`src/hdl/sacs_consts.vh`:
```
// Constants for the converter control sequencer
// Overview of operation
// [RL1] A full conversion takes eleven conversion bit periods.
// [RL2] Clock select field sits at analog select bits 6 to 4, writable.
// [RL3] Clock select decodes 2,8,32,4,16,64 divides; x11 picks internal RC clock.
// [RL4] Software picks a setting with bit period of at least 1.6 us.
// [RL5] Channel select bits 3 to 2 route one of four inputs to hold.
// [RL6] Reference select bit 6: set uses reference pin, clear uses supply.
// [RL7] Writing go bit 1 starts conversion; reads one while converting.
// [RL8] On completion go clears, done flag sets, interrupt request if enabled.
// [RL9] Clearing go mid-conversion aborts; result keeps previous value.
// [RL10] After abort wait two bit periods, then acquire selected channel.
// [RL11] Software should not set go in the same write that enables converter.
// [RL12] Justify bit 7: one right justified, zero left justified.
// [RL13] Converter on bit 0 powers the converter; zero shuts it off.
// [RL14] Pin analog bits 3 to 0 make pins analog, disabling digital functions.
// [RL15] Software sets analog pins' direction to input.
// [RL16] Control bits 5 to 4 and analog select bit 7 read zero.
// [RL17] Software waits acquisition time after channel change before starting.
// [RL18] Hold capacitor is never discharged at conversion end.
// [RL19] Left: eight high bits high, two low; right: two high, eight low.
// [RL20] Result is ten bits by successive approximation across two registers.
// [RL21] Both result registers, go clear and done set update in one cycle; an abort in the finishing cycle sets done but keeps the old results.
// [RL22] Channel writes during conversion take effect only after it ends.
`ifndef SACS_CONSTS_VH
`define SACS_CONSTS_VH
`define SACS_OFS_CTRL 8'h1f
`define SACS_OFS_PINSEL 8'h9f
`define SACS_OFS_RES_HI 8'h1e
`define SACS_OFS_RES_LO 8'h9e
`define SACS_OFS_FLAG 8'h0c
`define SACS_OFS_IEN 8'h8c
`define SACS_CTRL_RST 8'h00
`define SACS_PINSEL_RST 8'h0f
`define SACS_CTRL_MASK 8'hcf
`define SACS_PINSEL_MASK 8'h7f
`define SACS_B_ON 0
`define SACS_B_GO 1
`define SACS_B_CH_LO 2
`define SACS_B_CH_HI 3
`define SACS_B_VREF 6
`define SACS_B_JUST 7
`define SACS_B_CS_LO 4
`define SACS_B_CS_HI 6
`define SACS_B_DONE 6
`define SACS_CONV_TAD 4'd11
`define SACS_ABORT_TAD 4'd2
`define SACS_BITS 10
`endif

```
`src/hdl/sacs_top.v`:
```
// Converter control sequencer with Avalon-MM register slave
//
// The Avalon-MM register port was decided locally.
`timescale 1ns/1ps
`default_nettype none
`include "sacs_consts.vh"
module sacs_top #(
  parameter RC_DIV = 40
) (
  input wire clk_sys,
  input wire rst_n,
  input wire [7:0] avs_address,
  input wire avs_read,
  input wire avs_write,
  input wire [31:0] avs_writedata,
  input wire [3:0] avs_byteenable,
  output reg [31:0] avs_readdata,
  output wire avs_waitrequest,
  output reg analog_power_on,
  output reg [1:0] mux_channel,
  output reg ref_ext_sel,
  output reg sample_en,
  output reg sar_trial_en,
  output reg [3:0] sar_bit_idx,
  input wire comparator_out,
  output reg [3:0] pin_analog_select,
  output reg [3:0] pin_digital_disable,
  output reg conv_irq
);
  localparam ST_IDLE = 2'd0;
  localparam ST_CONV = 2'd1;
  localparam ST_ABORT = 2'd2;
  reg [7:0] converter_control_reg;
  reg [7:0] analog_pin_select_reg;
  reg [7:0] result_high;
  reg [7:0] result_low;
  reg conversion_done_flag;
  reg done_irq_en;
  reg [1:0] state;
  reg [3:0] tad_cnt;
  reg [9:0] sar_word;
  reg [1:0] conv_channel;
  reg ack;
  reg cmp_s1, cmp_s2, cmp_s3;
  reg cmp_val;
  wire tad_tick;
  wire go = converter_control_reg[`SACS_B_GO];
  wire on = converter_control_reg[`SACS_B_ON];
  wire req = avs_read | avs_write;
  wire wr = avs_write & ack & avs_byteenable[0];
  // Read data load in the stall cycle so they stand at the accepting edge
  wire rd = avs_read & ~ack;
  wire wr_ctrl = wr & (avs_address == `SACS_OFS_CTRL);
  wire [7:0] wdata = avs_writedata[7:0];
  wire finish = (state == ST_CONV) & tad_tick & (tad_cnt == `SACS_CONV_TAD - 4'd1);
  wire sw_abort = (state == ST_CONV) & wr_ctrl & ~wdata[`SACS_B_GO];
  wire abort_now = (state == ST_CONV) & (sw_abort | ~on);
  // One wait state: request is accepted on the second edge
  assign avs_waitrequest = req & ~ack;
  sacs_tad_gen #(
    .RC_DIV(RC_DIV)
  ) u_tad (
    .clk_sys(clk_sys),
    .rst_n(rst_n),
    // Divider restarts on abort so the abort wait spans whole bit periods
    .run((state != ST_IDLE) & ~abort_now),
    .clk_sel(analog_pin_select_reg[`SACS_B_CS_HI:`SACS_B_CS_LO]),
    .tad_tick(tad_tick)
  );
  // Comparator is asynchronous to the sequencer
  always @(posedge clk_sys or negedge rst_n) begin
    if (!rst_n) begin
      cmp_s1 <= 1'b0;
      cmp_s2 <= 1'b0;
      cmp_s3 <= 1'b0;
      cmp_val <= 1'b0;
    end else begin
      cmp_s1 <= comparator_out;
      cmp_s2 <= cmp_s1;
      cmp_s3 <= cmp_s2;
      if (cmp_s2 == cmp_s3)
        cmp_val <= cmp_s3;
    end
  end
  always @(posedge clk_sys or negedge rst_n) begin
    if (!rst_n)
      ack <= 1'b0;
    else
      ack <= req & ~ack;
  end
  // Register writes and sequencer share one process so go has a single driver
  always @(posedge clk_sys or negedge rst_n) begin
    if (!rst_n) begin
      converter_control_reg <= `SACS_CTRL_RST;
      analog_pin_select_reg <= `SACS_PINSEL_RST;
      result_high <= 8'h00;
      result_low <= 8'h00;
      conversion_done_flag <= 1'b0;
      done_irq_en <= 1'b0;
      state <= ST_IDLE;
      tad_cnt <= 4'd0;
      sar_word <= 10'd0;
      conv_channel <= 2'd0;
    end else begin
      if (wr_ctrl)
        converter_control_reg <= wdata & `SACS_CTRL_MASK; // [RL16]
      if (wr & (avs_address == `SACS_OFS_PINSEL))
        analog_pin_select_reg <= wdata & `SACS_PINSEL_MASK; // [RL2] [RL16] [RL14]
      if (wr & (avs_address == `SACS_OFS_IEN))
        done_irq_en <= wdata[`SACS_B_DONE];
      // Completion sets the flag even when software clears it that cycle
      if (finish)
        conversion_done_flag <= 1'b1; // [RL8]
      else if (wr & (avs_address == `SACS_OFS_FLAG))
        conversion_done_flag <= wdata[`SACS_B_DONE];
      case (state)
        ST_IDLE: begin
          tad_cnt <= 4'd0;
          conv_channel <= converter_control_reg[`SACS_B_CH_HI:`SACS_B_CH_LO]; // [RL22]
          if (go & on & ~wr_ctrl) begin // [RL7] [RL13]
            state <= ST_CONV;
            sar_word <= 10'd0;
          end else if (go & ~on & ~wr_ctrl)
            converter_control_reg[`SACS_B_GO] <= 1'b0;
        end
        ST_CONV: begin
          if (sw_abort | ~on) begin
            // Partial result is dropped; result registers untouched
            state <= ST_ABORT; // [RL9]
            tad_cnt <= 4'd0;
            converter_control_reg[`SACS_B_GO] <= 1'b0;
          end else if (tad_tick) begin
            tad_cnt <= tad_cnt + 4'd1; // [RL1]
            if (tad_cnt != 4'd0)
              sar_word[`SACS_BITS - tad_cnt] <= cmp_val; // [RL20]
            if (finish) begin
              state <= ST_IDLE;
              converter_control_reg[`SACS_B_GO] <= 1'b0; // [RL8] [RL21]
              if (converter_control_reg[`SACS_B_JUST]) begin // [RL12] [RL19] [RL21]
                result_high <= {6'd0, sar_word[9:8]};
                result_low <= {sar_word[7:1], cmp_val};
              end else begin
                result_high <= sar_word[9:2];
                result_low <= {sar_word[1], cmp_val, 6'd0};
              end
            end
          end
        end
        ST_ABORT: begin
          if (tad_tick) begin
            tad_cnt <= tad_cnt + 4'd1;
            if (tad_cnt == `SACS_ABORT_TAD - 4'd1) begin
              state <= ST_IDLE; // [RL10]
              tad_cnt <= 4'd0;
            end
          end
        end
        default: state <= ST_IDLE;
      endcase
    end
  end
  // Analog side controls; the hold node is never discharged
  always @(posedge clk_sys or negedge rst_n) begin
    if (!rst_n) begin
      analog_power_on <= 1'b0;
      mux_channel <= 2'd0;
      ref_ext_sel <= 1'b0;
      sample_en <= 1'b0;
      sar_trial_en <= 1'b0;
      sar_bit_idx <= 4'd0;
      pin_analog_select <= 4'h0;
      pin_digital_disable <= 4'h0;
      conv_irq <= 1'b0;
    end else begin
      analog_power_on <= on; // [RL13]
      mux_channel <= conv_channel; // [RL5]
      ref_ext_sel <= converter_control_reg[`SACS_B_VREF]; // [RL6]
      sample_en <= on & (state == ST_IDLE); // [RL10] [RL18]
      sar_trial_en <= (state == ST_CONV) & (tad_cnt != 4'd0);
      sar_bit_idx <= `SACS_CONV_TAD - 4'd1 - tad_cnt;
      pin_analog_select <= analog_pin_select_reg[3:0]; // [RL14]
      pin_digital_disable <= analog_pin_select_reg[3:0]; // [RL14]
      conv_irq <= conversion_done_flag & done_irq_en; // [RL8]
    end
  end
  always @(posedge clk_sys or negedge rst_n) begin
    if (!rst_n)
      avs_readdata <= 32'h0000_0000;
    else if (rd) begin
      case (avs_address)
        `SACS_OFS_CTRL: avs_readdata <= {24'd0, converter_control_reg};
        `SACS_OFS_PINSEL: avs_readdata <= {24'd0, analog_pin_select_reg};
        `SACS_OFS_RES_HI: avs_readdata <= {24'd0, result_high};
        `SACS_OFS_RES_LO: avs_readdata <= {24'd0, result_low};
        `SACS_OFS_FLAG: avs_readdata <= {24'd0, 1'b0, conversion_done_flag, 6'd0};
        `SACS_OFS_IEN: avs_readdata <= {24'd0, 1'b0, done_irq_en, 6'd0};
        default: avs_readdata <= 32'h0000_0000;
      endcase
    end
  end
endmodule // sacs_top
`default_nettype wire

```
`src/hdl/sacs_tad_gen.v`:
```
// Conversion bit period enable generator
`timescale 1ns/1ps
`default_nettype none
`include "sacs_consts.vh"
module sacs_tad_gen #(
  parameter RC_DIV = 40
) (
  input wire clk_sys,
  input wire rst_n,
  input wire run,
  input wire [2:0] clk_sel,
  output reg tad_tick
);
  reg [6:0] cnt;
  reg [6:0] limit;
  // Internal RC clock is modelled as a fixed divide of the system clock
  always @* begin
    case (clk_sel) // [RL3]
      3'b000: limit = 7'd1;
      3'b001: limit = 7'd7;
      3'b010: limit = 7'd31;
      3'b100: limit = 7'd3;
      3'b101: limit = 7'd15;
      3'b110: limit = 7'd63;
      default: limit = RC_DIV[6:0] - 7'd1;
    endcase
  end
  always @(posedge clk_sys or negedge rst_n) begin
    if (!rst_n) begin
      cnt <= 7'd0;
      tad_tick <= 1'b0;
    end else if (!run) begin
      cnt <= 7'd0;
      tad_tick <= 1'b0;
    end else if (cnt >= limit) begin
      cnt <= 7'd0;
      tad_tick <= 1'b1;
    end else begin
      cnt <= cnt + 7'd1;
      tad_tick <= 1'b0;
    end
  end
endmodule // sacs_tad_gen
`default_nettype wire

```
`config.mk`:
```
export PLATFORM = sky130hd
export DESIGN_NAME = sacs_top
export DESIGN_NICKNAME = d
export VERILOG_FILES = /design/src/hdl/sacs_top.v /design/src/hdl/sacs_tad_gen.v
export VERILOG_INCLUDE_DIRS = /design/src /design/src/hdl
export SDC_FILE = /design/constraint.sdc
export NUM_CORES = 1
export LEC_CHECK = 0
export ABC_AREA = 1
export ABC_CLOCK_PERIOD_IN_PS = 1500
export BUFFER_PORTS_ARGS = -buffer_cell sky130_fd_sc_hd__buf_4
export CORE_UTILIZATION = 40
export DETAILED_ROUTE_END_ITERATION = 12
export PLACE_DENSITY = 0.76
export SYNTH_ARGS = -nofsm -noshare
export SYNTH_HDL_FRONTEND = slang
export SYNTH_SLANG_ARGS = --single-unit
```
`constraint.sdc`:
```
create_clock -name clk_sys -period 1.5 [get_ports clk_sys]
set_input_delay 0.15 -clock clk_sys [delete_from_list [all_inputs] [get_ports clk_sys]]
set_output_delay 0.15 -clock clk_sys [all_outputs]
set_load 0.02 [all_outputs]
```
==> results.txt, run 1 <==
* Number of buffers added by the clock tree synthesis step: 9
- The min-delay analysis places its worst path in the category in2reg.
- The clock drives 84 sinks.
- Last weighted congestion value of the routability-driven placer: 0.826
- The die is 108 µm tall.
- Share of synthesized area occupied by flip-flops and latches: 47.3%
- Power, Total: 0.00710 W
- Of the total power, the share spent switching nets is 37.3%.
- Worst setup slack before clock tree synthesis: -0.172 ns
* Maximum fanout count along the critical path: 7
- Of all cell types, the one taking the most synthesized area is sky130_fd_sc_hd__dfrtp_1.
- In the post-synthesis netlist, the cell with the most instances is sky130_fd_sc_hd__nand2_1.
* DR WL/cell: 14.9 µm
- The worst setup path is launched from a register.
- Flip-flop count of the largest register after layout: 9
* Starting Density: 41.1%
* Layout net count: 702
- Post-synthesis cell type count: 39
- Met1 routed wirelength after detailed routing: 4480 µm
- Number of diodes added for antenna fixing: 0
- For this design, the slowest cell found on the critical path is sky130_fd_sc_hd__dfrtp_1.
* Buffers added on ports: 49
* Share of final-layout standard cells stronger than drive strength 1: 36.8%
* Total power per unit cell area: 1180 nW/µm²
- For the worst flop-to-flop path, the logic depth is 11.
- Detailed router's first-iteration violation count: 207
- The number of global-route vias before repair was 3790.
* Beginning of the worst hold path: avs_writedata[5]
* Routed wl met3: 535 µm
* RSZ-0062 raised after global routing: true
- End of the worst register-to-register path: result_low[5]
- In this run the number of H-tree levels came out at 3.
* Register name with the most flops: sar_word
* DR vias/cell: 5.03
* Cell count after placement: 753
- CTS clk-pin slew, worst paths: 0.09 ns
- Derived from the worst setup path, the maximum achievable clock frequency is 595 MHz.
- After technology mapping, the gate count stands at 539.
- The first TritonRoute pass finished after 5 iterations.
* Logic pwr share: 39.3%
- After layout, the worst setup slack is -0.181 ns.
- After synthesis the netlist holds a flip-flop and latch count of 84.
- The clock arrives with 0.0123 ns of skew.
- In this run the critical register-to-register path is launched from state[1].
* Required time worst endpoint: 1.81 ns
- Grt ovf: 0
- Shortest clock period the worst path allows after layout: 1.68 ns
* CTS Buffer Depth: 2
* TritonCTS clock tree: built
- Total track usage: 19.7%
* Final Hold Vio Count: 0
- The critical path contains buffers and inverters numbering 4 combined.
* Root Buffer: sky130_fd_sc_hd__clkbuf_8
* Highest Signal Layer: met4
- The detail route stage leaves a number of antenna-violating nets equal to 0.
- STA classifies the critical path endpoint as a register.
- Worst path cell trace: inv_2 > ha_4 > nand2_2 > nor2_2 > and3_4 > inv_4 > nor2_4 > buf_12 > clkbuf_16 > nand3_2 > nand2_1
* P_int: 0.00445 W
- The Yosys step of the flow raised 0 warnings.
* Maximum number of pins on one net before global-route repair: 45
- DRC viols: 0
* R2r setup slk: -0.18 ns
* Run status: finished, violations left
* Number of antenna violations at the first check in global routing: 0
* Crit-path max cell delay: 0.41 ns
* Synth top cells by count: sky130_fd_sc_hd__nand2_1 (180), sky130_fd_sc_hd__dfrtp_1 (80), sky130_fd_sc_hd__nand3_1 (54)
* Most used flip-flop cell after synthesis: sky130_fd_sc_hd__dfrtp_1
* Share of flip-flops with an asynchronous set or reset: 100%
- IO Count: 101
* Final setup violating endpoints: 33
* Fraction of post-synthesis cell area in the top cell type by area: 44.9%
- The checks that failed: setup timing.
* Cell leakage power: 3.09 nW
- Cells on Worst Hold Path: 2
* Placed wire-length estimate: 7250 µm
- Placement row count: 38
* Worst-case hold path end point: analog_pin_select_reg[5]
* Post-synth EDFFs: 0
- For this design the total switching power over the nets is 0.00265 W.
- The number of pins exceeding their max-slew limit in the final report came to 0.
- Summed over all layers, the routed wires come to 11600 µm.
- Across the run, the number of max-cap violations was 0.
- Core Area: 10800 µm²
- Cell Count, Final, Fillers Out: 782
- Share of the clock period used by the worst path: 112%
- Sequential share of power: 37.2%
- Clk pwr share: 23.5%
* Mean area per synthesized cell: 8.27 µm²
- Among cell families on the critical path, the largest total delay comes from simple AND/OR/NAND/NOR gates.
* Clock latency at the later pin of the worst-skew pair: 0.37 ns
- Floorplan die area: 11600 µm²
- Area contributors post-synth: sky130_fd_sc_hd__dfrtp_1 (45%), sky130_fd_sc_hd__nand2_1 (15%), sky130_fd_sc_hd__nand3_1 (6.1%)
- Synth-to-Final Area Change: 34.9%
- DR vias: 3934
- The worst-case IR drop observed on VDD is 0.686 mV.
- The die is 108 µm wide.
* Category of the critical setup timing path: reg2reg
* Synthesized area: 4460 µm²
* Total length of routed met2 wires: 6070 µm
- At the worst endpoint, the arrival time is 1.99 ns.
- First-pass GRT wire length: 17600 µm
==> final cells by class <==
type | count | area [µm²]
tap | 140 | 175
timing repair buffer | 101 | 858
clock inverter | 5 | 61.3
multi-input combinational | 384 | 2440
sequential | 84 | 2110
clock buffer | 11 | 141
inverter | 57 | 226
fill | 888 | 4830
==> through the flow <==
step / cell area [µm²] / hold slack, ns / setup TNS (ns) / util, %
6_report: 6010 / 0.0346 / -4.01 / 55.5
5_1_grt: 6010 / 0.0300 / -6.46 / 55.5
4_1_cts: 5610 / 0.0234 / -1.55 / 51.8
3_5_place_dp: 5150 / 0.0698 / -3.78 / 47.5
3_3_place_gp: 5150 / 0.0560 / -2.14 / 47.5
2_1_floorplan: 4560 / -0.146 / -1.57 / -
==> what timing repair did <==
item,4_1_cts,5_1_grt
hold buffers,6,0
setup buffers,4,2
gates cloned,1,2
endpoints found under the setup margin,39,41
hold endpoints to repair,25,0
pin swaps,14,44
gates resized for setup,44,92
==> metal layers <==
layer,GRT usage (%),vias up
met5,0,-
met4,11.4,0
met3,3.57,52
met2,33.7,138
met1,23.0,1893
li1,-,1851
==> power by group through the flow <==
stage               sequential, W  clock, W  combinational, W
CTS                       0.00262   0.00170           0.00225
detailed placement        0.00263         0           0.00202
finish                    0.00264   0.00166           0.00279
global route              0.00266   0.00180           0.00299
floorplan                 0.00269         0           0.00118
global placement          0.00262         0           0.00195
==> logic make-up after synthesis <==
| kind of cell | Yosys count | share of synthesized area [%] |
|---|---|---|
| fa+ha+maj | 17 | 4.72 |
| mux | 5 | 1.24 |
| flops | 84 | 47.3 |
| simple gates | 297 | 29.9 |
| other cells | 1 | 0.0841 |
| compound gates | 35 | 4.69 |
| xor+xnor | 5 | 0.983 |
| buf+inv | 95 | 11.1 |
==> layout by cell type (no fill, tap or decap), types with 15 or more instances in the layout <==
cell | Yosys | layout
sky130_fd_sc_hd__nand2_1 | 180 | 160
sky130_fd_sc_hd__buf_4 | 31 | 83
sky130_fd_sc_hd__dfrtp_1 | 80 | 75
sky130_fd_sc_hd__inv_1 | 53 | 44
sky130_fd_sc_hd__nand3_2 | 1 | 31
sky130_fd_sc_hd__conb_1 | 1 | 24
sky130_fd_sc_hd__nand3_1 | 54 | 22
sky130_fd_sc_hd__nand2_2 | 4 | 19
sky130_fd_sc_hd__o21ai_0 | 21 | 16
sky130_fd_sc_hd__nor2_1 | 26 | 15
==> worst max path at each step <==
stage / start / slack, ns / cells after the start / to
finish: state[1] / -0.18 / 11 / result_low[5]
global placement: analog_pin_select_reg[4] / -0.08 / 8 / u_tad.cnt[4]
CTS: analog_pin_select_reg[4] / -0.14 / 11 / u_tad.cnt[1]
detailed placement: analog_pin_select_reg[4] / -0.17 / 9 / u_tad.cnt[5]
global route: analog_pin_select_reg[4] / -0.26 / 10 / u_tad.cnt[1]
floorplan: state[1] / -0.14 / 12 / result_high[6]
(Power assumes the default switching activity.)
==> run 2: changes to the inputs <==
RECOVER_POWER = 50   (was not set)
TNS_END_PERCENT = 1   (was not set)
==> results.txt, run 2 (synthesized netlist as in run 1, its figures left out) <==
- Run status: finished, violations left (unchanged)
* Failing checks: setup timing (unchanged)
- Clock latency at the later pin of the worst-skew pair: 0.36 ns (was 0.37 ns)
* Overall die height: 108 µm (unchanged)
* Layout net count: 696 (was 702)
- Number of diodes added for antenna fixing: 0 (unchanged)
* Synth-to-Final Area Change: 25.3% (was 34.9%)
* Core Area: 10800 µm² (unchanged)
- The data arrival time of the critical path is 1.96 ns (was 1.99 ns).
* Final Hold Vio Count: 0 (unchanged)
- Final-report max-slew violation count: 0 (unchanged)
- Crit-path max cell delay: 0.45 ns (was 0.41 ns)
- The worst hold slack across all endpoints was 0.0164 ns (was 0.0346 ns).
- The fraction of final layout cells sized beyond drive strength 1 came to 26.6% (was 36.8%).
- Clk pwr share: 26.9% (was 23.5%)
- The CTS root buffer was sky130_fd_sc_hd__clkbuf_8 (unchanged).
- Total detailed-routing wirelength: 9970 µm (was 11600 µm)
- The total of endpoints with negative setup slack in the final report was 21 (was 33).
- The number of H-tree levels is 3 (unchanged).
* Worst hold-check path type: in2reg (unchanged)
- Nature of the critical path endpoint: register (unchanged)
- Flip-flop count of the largest register after layout: 9 (unchanged)
- The remaining routing DRC violations is 0 (unchanged).
- Last weighted congestion value of the routability-driven placer: 0.863 (was 0.826)
- The slack of the critical path is -0.232 ns (was -0.181 ns).
- Total negative slack for setup checks: -2.25 ns (was -4.01 ns)
- Headroom to the max-slew limit: 21.8%
- Vias in the first global route: 3627 (was 3790)
* Sequential share of power: 39.4% (was 37.2%)
* Top achievable clock speed: 577 MHz (was 595 MHz)
* Die width: 108 µm (unchanged)
- Register name with the most flops: sar_word (unchanged)
- The master of the slowest instance on the critical path was sky130_fd_sc_hd__dfrtp_2 (was sky130_fd_sc_hd__dfrtp_1).
- RSZ-0062 raised after global routing: true (unchanged)
* Total track usage: 18.4% (was 19.7%)
- The number of buffers added by the clock tree synthesis step is 9 (unchanged).
* NetSw: 0.00228 W (was 0.00265 W)
- Grt ovf: 0 (unchanged)
* Number of antenna violations at the first check in global routing: 0 (unchanged)
* Most used cells in the layout excluding fill and tap cells: sky130_fd_sc_hd__nand2_1 (176), sky130_fd_sc_hd__buf_4 (85), sky130_fd_sc_hd__dfrtp_1 (76) (was sky130_fd_sc_hd__nand2_1 (160), sky130_fd_sc_hd__buf_4 (83), sky130_fd_sc_hd__dfrtp_1 (75))
- Detailed router's first-iteration violation count: 153 (was 207)
* CTS Buffer Depth: 2 (unchanged)
* Logic pwr share: 33.7% (was 39.3%)
- Count of maximum capacitance violations: 0 (unchanged)
- The detailed placement HPWL is 7220 µm (was 7250 µm).
- DR vias: 3699 (was 3934)
- P_int: 0.00435 W (was 0.00445 W)
- The total power of the final layout came to 0.00663 W (was 0.00710 W).
* Worst path cell trace: inv_2 > nand2_2 > a21boi_1 > ha_1 > nand2_1 > inv_1 > nand4_1 > nand3_4 > inv_2 > nand2_1 > nor2_1 (was inv_2 > ha_4 > nand2_2 > nor2_2 > and3_4 > inv_4 > nor2_4 > buf_12 > clkbuf_16 > nand3_2 > nand2_1)
- Required time worst endpoint: 1.73 ns (was 1.81 ns)
- The final critical path time including I/O delays and setup came to 1.73 ns (was 1.68 ns).
- The row count came to 38 (unchanged).
- The switching part of the total was 34.4% (was 37.3%).
- Total power per unit cell area: 1190 nW/µm² (was 1180 nW/µm²)
* Most common library cell in the layout ignoring fill and taps: sky130_fd_sc_hd__nand2_1 (unchanged)
* Cell leakage power: 3.00 nW (was 3.09 nW)
* Iteration count of the initial detailed-routing pass: 4 (was 5)
* TritonCTS clock tree: built (unchanged)
- Number of sinks handled by clock tree synthesis: 84 (unchanged)
* Post-detailed-route count of antenna-violating nets: 0 (unchanged)
- The number of input and output port buffers inserted was 49 (unchanged).
* IO Count: 101 (unchanged)
- Layout Skew: 0.0130 ns (was 0.0123 ns)
- Peak VDD IR: 0.656 mV (was 0.686 mV)
- Actual transition at the worst max-transition pin: 1.17 ns
- The area enclosed by the die boundary was 11600 µm² (unchanged).
* Maximum fanout count along the critical path: 7 (unchanged)
* Starting Density: 41.1% (unchanged)
- The global-route wire length before repair is 16700 µm (was 17600 µm).
- The type of the setup path with the least slack was reg2reg (unchanged).
- DR vias/cell: 4.77 (was 5.03)
- The per-cell routed wire length is 12.8 µm (was 14.9 µm).
- The final clock period utilization by the worst path came to 115% (was 112%).
- The startpoint class of the critical path is a register (unchanged).
- Maximum number of pins on one net before global-route repair: 38 (was 45)
- CTS clk-pin slew, worst paths: 0.09 ns (about the same)
==> run 2: cell types whose count changed in the layout (fill, tap and decap cells not counted), moves of 5 or more <==
cell / previous run / this run
sky130_fd_sc_hd__nand2_2: 19 / 8
sky130_fd_sc_hd__buf_6: 8 / 2
sky130_fd_sc_hd__nor2_1: 15 / 22
sky130_fd_sc_hd__nand3_1: 22 / 51
sky130_fd_sc_hd__nand2_1: 160 / 176
sky130_fd_sc_hd__nand2_4: 5 / 0
sky130_fd_sc_hd__ha_4: 8 / 3
sky130_fd_sc_hd__nand3_2: 31 / 3
==> run 2: metrics by stage <==
| stage | utilization, % | setup WS, ns | instance area [µm²] | instances |
|---|---|---|---|---|
| floorplan | - | -0.139 | 4550 | 562 |
| global placement | 47.7 | -0.147 | 5180 | 757 |
| detailed placement | 47.7 | -0.318 | 5180 | 757 |
| CTS | 51.0 | -0.175 | 5530 | 776 |
| global route | 51.5 | -0.332 | 5590 | 776 |
| finish | 51.5 | -0.232 | 5590 | 776 |
==> run 2: metal layers <==
layer  vias to the layer above  global-route usage [%]  part of all wire [%]
met4                         0                    8.61                   1.8
li1                       1837                       -                     -
met3                        17                    2.54                   4.2
met2                        97                    31.5                    50
met5                         -                       0                     0
met1                      1748                    22.7                    44
==> run 2: worst paths after layout <==
check / from / end / slack, ns / depth (start not counted)
setup / recovery: analog_pin_select_reg[4] / u_tad.cnt[1] / -0.23 / 11
hold / removal: avs_writedata[0] / converter_control_reg[0] / 0.02 / 3
setup reg to reg: analog_pin_select_reg[4] / u_tad.cnt[1] / -0.23 / 11
hold reg to reg: cmp_s1 / cmp_s2 / 0.35 / 0
max in group asynchronous: rst_n / analog_pin_select_reg[0] / 0.04 / 3
min in group asynchronous: rst_n / pin_digital_disable[3] / 0.55 / 2
==> run 2: timing repair <==
item,in CTS,in global routing
setup buffers,0,0
hold buffers,3,0
hold endpoints to repair,73,0
pin swaps,6,8
endpoints found under the setup margin,40,41
resized for setup,34,19
==> run 2: power groups by stage <==
| stage | clock, W | sequential [W] | combinational, W |
|---|---|---|---|
| final | 0.00178 | 0.00261 | 0.00223 |
| after global placement | 0 | 0.00262 | 0.00194 |
| after floorplan | 0 | 0.00269 | 0.00115 |
| after CTS | 0.00182 | 0.00260 | 0.00212 |
| after global routing | 0.00190 | 0.00263 | 0.00250 |
| after detailed placement | 0 | 0.00263 | 0.00199 |
==> run 2: layout make-up <==
| class | count | area [µm²] |
|---|---|---|
| clock inverter | 6 | 88.8 |
| tap | 140 | 175 |
| clock buffer | 10 | 128 |
| multi-input combinational | 383 | 2100 |
| fill | 974 | 5260 |
| timing repair buffer | 96 | 766 |
| sequential | 84 | 2110 |
| inverter | 57 | 216 |
==> run 2: worst max-delay path, delay by kind of cell (launching register included) <==
kind                     cells  cell delay, ns
AO/OA/AOI/OAI                1            0.13
AND/OR/NAND/NOR              6            0.56
flip-flops                   1            0.45
buffers and inverters        3            0.19
adder cells (fa/ha/maj)      1            0.27
